[src/exp_timer_pkg.sv]
/*
  Shared constants, register map, field layouts and carrier types for the
  exposure timer with acquisition start trigger delay.
  Assumes a 10 MHz system clock and an APB master with 32-bit data.
*/
package exp_timer_pkg;

  // timing
  localparam int unsigned CLK_HZ = 10_000_000;
  localparam int unsigned TICK_US = 1;
  localparam int unsigned HZ_PER_MHZ = 1_000_000;
  localparam int unsigned CYC_PER_TICK = (CLK_HZ / HZ_PER_MHZ) * TICK_US;

  // widths
  localparam int ADDR_W = 8;
  localparam int DUR_W = 24;
  localparam int MULT_W = 12;
  localparam int PROD_W = DUR_W + MULT_W;
  localparam int CTRL_W = 7;
  localparam int EV_W = 3;

  // multiplier limits and reset value
  localparam logic [MULT_W-1:0] MULT_MIN = 12'h001;
  localparam logic [MULT_W-1:0] MULT_MAX = 12'hfff;
  localparam logic [MULT_W-1:0] MULT_RST = 12'h064;

  // time base, step and maximum exposure per sensor variant
  localparam logic [DUR_W-1:0] BASE_RST_STD = 24'h000014;
  localparam logic [DUR_W-1:0] BASE_RST_RES = 24'h00001f;
  localparam logic [DUR_W-1:0] BASE_STEP_STD = 24'h000001;
  localparam logic [DUR_W-1:0] BASE_STEP_RES = 24'h00001f;
  localparam logic [DUR_W-1:0] MAX_DUR_STD = 24'h989680;
  localparam logic [DUR_W-1:0] MAX_DUR_RES = 24'h01f000;
  localparam logic [DUR_W-1:0] MIN_DUR_DEF = 24'h000010;
  localparam logic [DUR_W-1:0] DELAY_RST = 24'h000000;
  localparam logic [DUR_W-1:0] PERIOD_RST = 24'h000000;

  // register byte addresses
  localparam logic [ADDR_W-1:0] A_CTRL = 8'h00;
  localparam logic [ADDR_W-1:0] A_CMD = 8'h04;
  localparam logic [ADDR_W-1:0] A_DELAY = 8'h08;
  localparam logic [ADDR_W-1:0] A_MULT = 8'h0c;
  localparam logic [ADDR_W-1:0] A_BASE = 8'h10;
  localparam logic [ADDR_W-1:0] A_DUR = 8'h14;
  localparam logic [ADDR_W-1:0] A_AUTO = 8'h18;
  localparam logic [ADDR_W-1:0] A_PERIOD = 8'h1c;
  localparam logic [ADDR_W-1:0] A_STATE = 8'h20;
  localparam logic [ADDR_W-1:0] A_IRQ_STAT = 8'h24;
  localparam logic [ADDR_W-1:0] A_IRQ_MASK = 8'h28;

  // command bits
  localparam int CMD_ARM = 0;
  localparam int CMD_STOP = 1;
  localparam int CMD_SW_TRIG = 2;

  // trigger sources
  localparam logic [1:0] SRC_LINE1 = 2'h0;
  localparam logic [1:0] SRC_LINE2 = 2'h1;
  localparam logic [1:0] SRC_SOFT = 2'h2;

  // event bits
  localparam int EV_OVER = 0;
  localparam int EV_START = 1;
  localparam int EV_END = 2;

  typedef struct packed {
    logic auto_on;
    logic frame_pacing_limit_on;
    logic pulse_length_exposure;
    logic start_edge_polarity;
    logic [1:0] start_trigger_input_select;
    logic start_trigger_on;
  } ctrl_t;

  localparam ctrl_t CTRL_RST = 7'h00;

  typedef struct packed {
    logic psel;
    logic penable;
    logic pwrite;
    logic [ADDR_W-1:0] paddr;
    logic [31:0] pwdata;
  } apb_req_t;

  typedef struct packed {
    logic pready;
    logic pslverr;
    logic [31:0] prdata;
  } apb_rsp_t;

  typedef enum logic [1:0] {ST_WAIT, ST_DELAY, ST_EXPOSE} acq_state_t;

endpackage : exp_timer_pkg

[src/us_tick_gen.sv]
/*
  Microsecond tick divider: one-cycle enable pulse every DIV clocks.
  Assumes one clock; restart realigns the phase so a count starts whole.
*/
`timescale 1ns/1ps
module us_tick_gen #(
  parameter int unsigned DIV = 10
) (
  // clock and reset
  input wire logic sys_clk,
  input wire logic srst,
  // control
  input wire logic restart,
  // tick
  output logic tick
);
  localparam int CW = (DIV > 1) ? $clog2(DIV) : 1;
  localparam logic [CW-1:0] LAST = CW'(DIV - 1);
  localparam logic [CW-1:0] ZERO = '0;
  localparam logic [CW-1:0] ONE = CW'(1);

  logic [CW-1:0] cnt_r;

  always_ff @(posedge sys_clk) begin
    if (srst || restart) begin
      cnt_r <= ZERO;
    end else if (cnt_r == LAST) begin
      cnt_r <= ZERO;
    end else begin
      cnt_r <= cnt_r + ONE;
    end
  end

  always_ff @(posedge sys_clk) begin
    if (srst || restart) begin
      tick <= 1'b0;
    end else begin
      tick <= (cnt_r == LAST);
    end
  end

endmodule : us_tick_gen

[src/exposure_timer_trigger_delay.sv]
/*
  Exposure timing and acquisition start trigger delay with APB registers.
  Assumes a 10 MHz sys_clk, synchronous active-high srst, asynchronous
  trigger pins and an APB master that holds each request until pready.
*/
// Chosen here: register access over APB and the placing of the registers.
`timescale 1ns/1ps
// Behaviour
// - hardware start edge waits the programmed microsecond delay before acting
// - no delay when triggering is off or the trigger is a software command
// - timed exposure never shorter than the variant's minimum exposure time
// - raw exposure equals multiplier times time base
// - multiplier writes outside 1 to 4095 are refused
// - time base resets to 20 us, or 31 us on the restricted variant
// - time base steps of 1 us, or 31 us on the restricted variant
// - time base may reach 10000000 us on standard variants
// - restricted variant caps exposure at 126976 us
// - auto exposure value is used as is, not a multiple of the base
// - auto exposure is blocked while trigger-width mode is selected
// - with pacing limit off no internal frame period gates triggers
// - once armed, rising activation starts acquisition when the line goes high
// - timed mode exposes from the chosen edge for the configured duration
// - width mode exposes from active edge until the opposite edge
// - trigger during delay or exposure is ignored and flags overtrigger
// - absolute request becomes nearest achievable multiplier times base
module exposure_timer_trigger_delay
  import exp_timer_pkg::*;
#(
  parameter bit RESTRICTED = 1'b0,
  parameter logic [23:0] MIN_EXP_US = 24'h000010
) (
  // clock and reset
  input wire logic sys_clk,
  input wire logic srst,
  // register bus
  input wire exp_timer_pkg::apb_req_t apb_req,
  output exp_timer_pkg::apb_rsp_t apb_rsp,
  // trigger input lines (asynchronous)
  input wire logic [1:0] trig_line,
  // acquisition status
  output logic exposure_active,
  output logic trigger_ready,
  output logic frame_start,
  // interrupt
  output logic irq
);
  import exp_timer_pkg::*;

  localparam logic [DUR_W-1:0] BASE_RST = RESTRICTED ? BASE_RST_RES : BASE_RST_STD;
  localparam logic [DUR_W-1:0] BASE_STEP = RESTRICTED ? BASE_STEP_RES : BASE_STEP_STD;
  localparam logic [DUR_W-1:0] MAX_DUR = RESTRICTED ? MAX_DUR_RES : MAX_DUR_STD;
  localparam logic [DUR_W-1:0] DUR_ONE = 24'h000001;
  localparam logic [DUR_W-1:0] DUR_ZERO = 24'h000000;

  // clamp a product into [min, max]
  function automatic logic [DUR_W-1:0] clamp_dur(input logic [PROD_W-1:0] v);
    logic [DUR_W-1:0] r;
    r = v[DUR_W-1:0];
    if (v > PROD_W'(MAX_DUR)) begin
      r = MAX_DUR;
    end else if (v < PROD_W'(MIN_EXP_US)) begin
      r = MIN_EXP_US;
    end
    return r;
  endfunction : clamp_dur

  // nearest multiplier for an absolute request
  function automatic logic [MULT_W-1:0] near_mult(input logic [DUR_W-1:0] v,
                                                  input logic [DUR_W-1:0] b);
    logic [DUR_W:0] q;
    logic [MULT_W-1:0] r;
    q = ({1'b0, v} + {2'b00, b[DUR_W-1:1]}) / {1'b0, b};
    r = q[MULT_W-1:0];
    if (q > (DUR_W+1)'(MULT_MAX)) begin
      r = MULT_MAX;
    end else if (q < (DUR_W+1)'(MULT_MIN)) begin
      r = MULT_MIN;
    end
    return r;
  endfunction : near_mult

  // registers
  ctrl_t ctrl_r;
  logic [DUR_W-1:0] start_delay_us_r;
  logic [MULT_W-1:0] exposure_multiplier_r;
  logic [DUR_W-1:0] exposure_tick_base_us_r;
  logic [DUR_W-1:0] auto_dur_r;
  logic [DUR_W-1:0] period_us_r;
  logic [DUR_W-1:0] exposure_duration_us_r;
  logic [EV_W-1:0] irq_stat_r;
  logic [EV_W-1:0] irq_mask_r;
  logic armed_r;
  logic [31:0] prdata_r;
  logic pslverr_r;

  // acquisition state
  acq_state_t state_r;
  logic [DUR_W-1:0] dly_cnt_r;
  logic [DUR_W-1:0] exp_cnt_r;
  logic [DUR_W-1:0] pace_cnt_r;
  logic width_run_r;
  logic [1:0] sync1_r;
  logic [1:0] sync2_r;
  logic act_prev_r;
  logic exposure_active_r;
  logic trigger_ready_r;
  logic frame_start_r;

  // bus decode
  logic wr_en;
  logic setup;
  logic [31:0] wd;
  logic [ADDR_W-1:0] ad;
  ctrl_t ctrl_wd;
  assign setup = apb_req.psel && !apb_req.penable;
  assign wr_en = apb_req.psel && apb_req.penable && apb_req.pwrite;
  assign wd = apb_req.pwdata;
  assign ad = apb_req.paddr;
  assign ctrl_wd = ctrl_t'(wd[CTRL_W-1:0]);

  // trigger derivation
  logic tick;
  logic line_lvl;
  logic act_lvl;
  logic act_edge;
  logic hw_trig;
  logic sw_trig;
  logic free_trig;
  logic pace_ok;
  logic idle_ok;
  logic accept;
  logic go_delay;
  logic go_expose;
  logic end_expose;
  logic auto_eff;
  logic [EV_W-1:0] ev;

  assign line_lvl = sync2_r[ctrl_r.start_trigger_input_select[0]];
  // polarity 1 selects falling activation
  assign act_lvl = line_lvl ^ ctrl_r.start_edge_polarity;
  assign act_edge = act_lvl && !act_prev_r;
  assign hw_trig = ctrl_r.start_trigger_on && (ctrl_r.start_trigger_input_select != SRC_SOFT) && act_edge;
  assign sw_trig = wr_en && (ad == A_CMD) && wd[CMD_SW_TRIG] && ctrl_r.start_trigger_on
                   && (ctrl_r.start_trigger_input_select == SRC_SOFT);
  assign pace_ok = !ctrl_r.frame_pacing_limit_on || (pace_cnt_r == DUR_ZERO);
  assign idle_ok = armed_r && (state_r == ST_WAIT) && pace_ok;
  assign free_trig = !ctrl_r.start_trigger_on && idle_ok;
  assign accept = idle_ok && (hw_trig || sw_trig || free_trig);
  assign go_delay = accept && hw_trig && (start_delay_us_r != DUR_ZERO);
  // software and free-run triggers skip the delay
  assign go_expose = (accept && !go_delay)
                     || (state_r == ST_DELAY && tick && dly_cnt_r == DUR_ONE);
  assign end_expose = (state_r == ST_EXPOSE) && (width_run_r ? !act_lvl
                      : (tick && exp_cnt_r == DUR_ONE));
  assign auto_eff = ctrl_r.auto_on && !ctrl_r.pulse_length_exposure;

  assign ev[EV_OVER] = armed_r && (hw_trig || sw_trig) && !idle_ok;
  assign ev[EV_START] = go_expose;
  assign ev[EV_END] = end_expose;

  us_tick_gen #(
    .DIV(CYC_PER_TICK)
  ) u_tick (
    .sys_clk(sys_clk),
    .srst(srst),
    .restart(go_delay || go_expose),
    .tick(tick)
  );

  // pin synchronisers
  always_ff @(posedge sys_clk) begin
    if (srst) begin
      sync1_r <= 2'h0;
      sync2_r <= 2'h0;
    end else begin
      sync1_r <= trig_line;
      sync2_r <= sync1_r;
    end
  end

  always_ff @(posedge sys_clk) begin
    if (srst) begin
      act_prev_r <= 1'b1;
    end else begin
      act_prev_r <= act_lvl;
    end
  end

  // control register; auto bit cannot coexist with width mode
  always_ff @(posedge sys_clk) begin
    if (srst) begin
      ctrl_r <= CTRL_RST;
    end else if (wr_en && ad == A_CTRL) begin
      ctrl_r <= ctrl_wd;
      ctrl_r.auto_on <= ctrl_wd.auto_on && !ctrl_wd.pulse_length_exposure;
    end
  end

  always_ff @(posedge sys_clk) begin
    if (srst) begin
      start_delay_us_r <= DELAY_RST;
      auto_dur_r <= MIN_EXP_US;
      period_us_r <= PERIOD_RST;
    end else if (wr_en) begin
      if (ad == A_DELAY) begin
        start_delay_us_r <= wd[DUR_W-1:0];
      end
      if (ad == A_AUTO) begin
        auto_dur_r <= clamp_dur(PROD_W'(wd[DUR_W-1:0]));
      end
      if (ad == A_PERIOD) begin
        period_us_r <= wd[DUR_W-1:0];
      end
    end
  end

  // multiplier: raw write in range, or nearest value for an absolute request
  always_ff @(posedge sys_clk) begin
    if (srst) begin
      exposure_multiplier_r <= MULT_RST;
    end else if (wr_en && ad == A_MULT) begin
      if (wd[31:MULT_W] == '0 && wd[MULT_W-1:0] >= MULT_MIN) begin
        exposure_multiplier_r <= wd[MULT_W-1:0];
      end
    end else if (wr_en && ad == A_DUR) begin
      exposure_multiplier_r <= near_mult(wd[DUR_W-1:0], exposure_tick_base_us_r);
    end
  end

  // time base: non-zero, within maximum, on the variant's step
  always_ff @(posedge sys_clk) begin
    if (srst) begin
      exposure_tick_base_us_r <= BASE_RST;
    end else if (wr_en && ad == A_BASE) begin
      if (wd[31:DUR_W] == '0 && wd[DUR_W-1:0] != DUR_ZERO && wd[DUR_W-1:0] <= MAX_DUR
          && (wd[DUR_W-1:0] % BASE_STEP) == DUR_ZERO) begin
        exposure_tick_base_us_r <= wd[DUR_W-1:0];
      end
    end
  end

  // effective exposure duration
  always_ff @(posedge sys_clk) begin
    if (srst) begin
      exposure_duration_us_r <= MIN_EXP_US;
    end else if (auto_eff) begin
      exposure_duration_us_r <= auto_dur_r;
    end else begin
      exposure_duration_us_r <= clamp_dur(PROD_W'(exposure_multiplier_r) * PROD_W'(exposure_tick_base_us_r));
    end
  end

  // arm and stop commands
  always_ff @(posedge sys_clk) begin
    if (srst) begin
      armed_r <= 1'b0;
    end else if (wr_en && ad == A_CMD) begin
      if (wd[CMD_STOP]) begin
        armed_r <= 1'b0;
      end else if (wd[CMD_ARM]) begin
        armed_r <= 1'b1;
      end
    end
  end

  // acquisition sequencer
  always_ff @(posedge sys_clk) begin
    if (srst) begin
      state_r <= ST_WAIT;
    end else begin
      case (state_r)
        ST_WAIT: begin
          if (go_delay) begin
            state_r <= ST_DELAY;
          end else if (go_expose) begin
            state_r <= ST_EXPOSE;
          end
        end
        ST_DELAY: begin
          if (go_expose) begin
            state_r <= ST_EXPOSE;
          end
        end
        ST_EXPOSE: begin
          if (end_expose) begin
            state_r <= ST_WAIT;
          end
        end
        default: begin
          state_r <= ST_WAIT;
        end
      endcase
    end
  end

  // delay counter in microseconds
  always_ff @(posedge sys_clk) begin
    if (srst) begin
      dly_cnt_r <= DUR_ZERO;
    end else if (go_delay) begin
      dly_cnt_r <= start_delay_us_r;
    end else if (state_r == ST_DELAY && tick) begin
      dly_cnt_r <= dly_cnt_r - DUR_ONE;
    end
  end

  // exposure counter; width mode only for a line trigger
  always_ff @(posedge sys_clk) begin
    if (srst) begin
      exp_cnt_r <= DUR_ZERO;
      width_run_r <= 1'b0;
    end else if (go_expose) begin
      exp_cnt_r <= exposure_duration_us_r;
      width_run_r <= ctrl_r.pulse_length_exposure && ctrl_r.start_trigger_on
                     && ctrl_r.start_trigger_input_select != SRC_SOFT;
    end else if (state_r == ST_EXPOSE && tick && exp_cnt_r != DUR_ZERO) begin
      exp_cnt_r <= exp_cnt_r - DUR_ONE;
    end
  end

  // internal frame period limiter
  always_ff @(posedge sys_clk) begin
    if (srst) begin
      pace_cnt_r <= DUR_ZERO;
    end else if (go_expose && state_r != ST_EXPOSE) begin
      pace_cnt_r <= period_us_r;
    end else if (tick && pace_cnt_r != DUR_ZERO) begin
      pace_cnt_r <= pace_cnt_r - DUR_ONE;
    end
  end

  // status outputs
  always_ff @(posedge sys_clk) begin
    if (srst) begin
      exposure_active_r <= 1'b0;
      trigger_ready_r <= 1'b0;
      frame_start_r <= 1'b0;
    end else begin
      exposure_active_r <= (state_r == ST_EXPOSE && !end_expose) || go_expose;
      trigger_ready_r <= idle_ok && !accept;
      frame_start_r <= go_expose;
    end
  end

  // sticky events; a new event wins over a clear in the same cycle
  always_ff @(posedge sys_clk) begin
    if (srst) begin
      irq_stat_r <= '0;
    end else if (wr_en && ad == A_IRQ_STAT) begin
      irq_stat_r <= (irq_stat_r & ~wd[EV_W-1:0]) | ev;
    end else begin
      irq_stat_r <= irq_stat_r | ev;
    end
  end

  always_ff @(posedge sys_clk) begin
    if (srst) begin
      irq_mask_r <= '0;
    end else if (wr_en && ad == A_IRQ_MASK) begin
      irq_mask_r <= wd[EV_W-1:0];
    end
  end

  // read data captured in the setup phase
  always_ff @(posedge sys_clk) begin
    if (srst) begin
      prdata_r <= 32'h00000000;
      pslverr_r <= 1'b0;
    end else if (setup) begin
      pslverr_r <= 1'b0;
      prdata_r <= 32'h00000000;
      case (ad)
        A_CTRL: prdata_r <= 32'(ctrl_r);
        A_CMD: prdata_r <= 32'(armed_r);
        A_DELAY: prdata_r <= 32'(start_delay_us_r);
        A_MULT: prdata_r <= 32'(exposure_multiplier_r);
        A_BASE: prdata_r <= 32'(exposure_tick_base_us_r);
        A_DUR: prdata_r <= 32'(exposure_duration_us_r);
        A_AUTO: prdata_r <= 32'(auto_dur_r);
        A_PERIOD: prdata_r <= 32'(period_us_r);
        A_STATE: prdata_r <= {28'h0000000, exposure_active_r, armed_r, state_r};
        A_IRQ_STAT: prdata_r <= 32'(irq_stat_r);
        A_IRQ_MASK: prdata_r <= 32'(irq_mask_r);
        default: pslverr_r <= 1'b1;
      endcase
    end
  end

  // zero wait states; error only shown in the access phase
  assign apb_rsp = '{pready: 1'b1, pslverr: pslverr_r && apb_req.psel && apb_req.penable, prdata: prdata_r};
  assign exposure_active = exposure_active_r;
  assign trigger_ready = trigger_ready_r;
  assign frame_start = frame_start_r;
  assign irq = |(irq_stat_r & irq_mask_r);

endmodule : exposure_timer_trigger_delay

[config.mk]
export PLATFORM = sky130hd
export DESIGN_NAME = exposure_timer_trigger_delay
export DESIGN_NICKNAME = d
export VERILOG_FILES = /design/src/exp_timer_pkg.sv /design/src/us_tick_gen.sv /design/src/exposure_timer_trigger_delay.sv
export SDC_FILE = /design/constraint.sdc
export NUM_CORES = 2
export LEC_CHECK = 0
export BUFFER_PORTS_ARGS = -buffer_cell sky130_fd_sc_hd__buf_2
export CAP_MARGIN = 40
export CORE_UTILIZATION = 44
export DETAILED_ROUTE_END_ITERATION = 8
export HOLD_SLACK_MARGIN = 0.02
export PLACE_DENSITY_LB_ADDON = 0.25
export SYNTH_ARGS = -nofsm -noshare
export SYNTH_HDL_FRONTEND = slang
export SYNTH_SLANG_ARGS = --single-unit
[constraint.sdc]
create_clock -name sys_clk -period 57.3 [get_ports sys_clk]
set_input_delay 11.46 -clock sys_clk [delete_from_list [all_inputs] [get_ports sys_clk]]
set_output_delay 11.46 -clock sys_clk [all_outputs]
set_load 0.05 [all_outputs]
==> results.cfg <==
[placement]
place_inst = 7630
dp_hpwl_mm = 126
place.gp.congestion = 0.976
place.port_buffers = 75
pre_cts_ws_ps = -2120

[logic_synthesis]
ys_top_cells_by_area = ha_1 (14%), dfxtp_1 (13%), fa_1 (11%)
seq_area_frac_synth = 0.130
synthFlopType = dfxtp_1
synth_xor_area_frac = 0.0549
synth.area.mux_share = 0.0270
synth_top_family_by_area = compound AO/OA/AOI/OAI gates
yosys.area_share.simple = 0.227
syn_avg_cell_area_um2 = 7.44
ys_async_sr_fraction = 0
ys_types = 101
synthCells = 5357
synth_area_um2 = 39900
ys_ff_latch = 259
synth_edf_count = 0
synth_top_area_frac = 0.135
synth_warnings = 0
synthAdderAreaFrac = 0.246
synth_compound_area_frac = 0.257
yosysTopAreaCell = ha_1

[setup_path]
crit_required_ps = 57760
path_common_cell = buf_4
cp-start-kind = input pin
worst_path_max_delay_cell = or4_4
arrival_ps = 56610
cp_slowest_stage_delay_ps = 560
path_max_fanout = 9
worst-setup-path-type = input pin to flop
cp-end-kind = flop

[timing]
timing.final.ws_setup_ps = 1150
clock-skew-final_ps = 19.0
slew_viol_final = 0
fin_crit_ps = 56150
fmax_mhz = 17.8
holdWs_ps = 440
fin_crit_sh = 0.980
timing_hold_violations_final = 0
tightestPinTransition_ps = 966
setup_viol = 0
slew_headroom = 0.340

[clock_tree]
clk_latency_ps = 590
htree_levels = 1
cts_tree = done
cts_root_buffer = clkbuf_16
path_clk_slew_ps = 70
hold_buffers = 0
numCtsBuffers = 29
cts.path.max_buffers = 3
clock_sinks = 259

[floorplan]
dieArea_um2 = 91800
core_area_um2 = 89900
die_w_um = 303
dieHeight_um = 303
std_cell_rows = 110
io_pins = 85
start_util = 0.444

[finish]
final_cell_mix = buf_4 (1337), nand2_1 (689), nor2_1 (488)
drive_gt1_frac = 0.311
syn_to_final_growth_pct = 39.5
layout.cells.non_filler = 7818
final_util = 0.619
fillers = 7962
nets = 7316
final_common_cell = buf_4

[detailed_routing]
ant_nets = 0
firstDrtPassIters = 9
vias = 46658
drc_errors = 10
vias_per_cell = 5.97
wl_per_cell_um = 21.4
wirelength_mm = 168
drt_iter0_markers = 4716

[global_routing]
grt_pass1_vias = 44451
grt_pass1_wl_mm = 250
grt_start_max_net_pins = 75
gr-total-overflow = 0
antenna_found_initial = 4
grt.total_usage = 0.346

[outcome]
status = finished, violations left
violations = design-rule violations

[worst_hold_path]
hold_path_class = flop to flop

[run]
max_cap_violations = 0
-- area by class of cell --
type,count,area (um^2),share of cell area
sequential,259,5180,0.0932
inverter,345,1290,0.0233
clock inverter,13,149,0.00268
multi-input combinational,4517,35500,0.638
timing repair buffer,1465,11100,0.200
clock buffer,41,891,0.0160
tap,1176,1470,0.0265
antenna,2,5.00,0.0000900
-- synth_stat cells (all sizes together), types with 12 or more instances --
cell type	instances
nor2	513
nor2b	42
o21a	120
a22oi	54
a221oi	13
and3	25
mux2	42
o31a	14
nor4	52
a31o	15
o31ai	38
xnor2	147
a31oi	67
nand4	44
or4	18
nand3b	17
o22ai	31
a21boi	22
a211o	13
mux2i	59
a2111oi	12
dfxtp	259
inv	345
nand2	706
o2111ai	13
nand2b	38
a222oi	23
xor2	103
a211oi	59
o211ai	52
a21oi	459
clkbuf	193
nor3	144
buf	51
ha	431
o21bai	33
or3	67
nand3	118
fa	221
or2	29
o221ai	18
and2	112
o21ai	252
nor3b	20
a21o	127
-- routing by layer --
layer | global-route usage | routed length [um]
met1 | 0.460 | 68900
met2 | 0.555 | 74800
met3 | 0.0432 | 14300
met4 | 0.161 | 9520
met5 | 0 | 28
-- worst max-delay path: cells and delay by family --
| kind | cells | cell delay [ps] |
|---|---|---|
| adder cells (fa/ha/maj) | 26 | 6870 |
| buffers and inverters | 41 | 5810 |
| XOR/XNOR | 1 | 180 |
| AND/OR/NAND/NOR | 53 | 9410 |
| multiplexers | 8 | 2110 |
| AO/OA/AOI/OAI | 113 | 20640 |
-- cell families (layout without fill, tap and decap cells) --
kind of cell             count (synthesis)  count (layout)
buffers and inverters                  589            1864
AND/OR/NAND/NOR                       1959            1959
adder cells (fa/ha/maj)                652             652
AO/OA/AOI/OAI                         1545            1546
other                                    2              11
XOR/XNOR                               250             250
flip-flops                             259             259
multiplexers                           101             101
-- what timing repair did --
item,4_1_cts,5_1_grt
setup buffers,28,106
endpoints found under the setup margin,2,2
pin swaps,37,249
gates cloned,1,0
gates resized for setup,70,514
-- final timing paths --
kind	to	from	slack [ps]	cells past startpoint
worst min-delay path	sync2_r[1]	sync1_r[1]	440	1
worst min register to register	sync2_r[1]	sync1_r[1]	440	1
worst max register to register	exposure_multiplier_r[0]	exposure_tick_base_us_r[2]	11710	242
worst max-delay path	exposure_multiplier_r[0]	apb_req[1]	1150	242
-- stage by stage --
step | cell area (um^2) | TNS, ps
6_report | 55600 | 0
4_1_cts | 52200 | 0
2_1_floorplan | 40300 | 0
3_3_place_gp | 50500 | -1170
3_5_place_dp | 50700 | -2700
5_1_grt | 55600 | -876
Power is not shown: default switching activity piles up to over one toggle a cycle in this logic, so the estimate is an artifact.
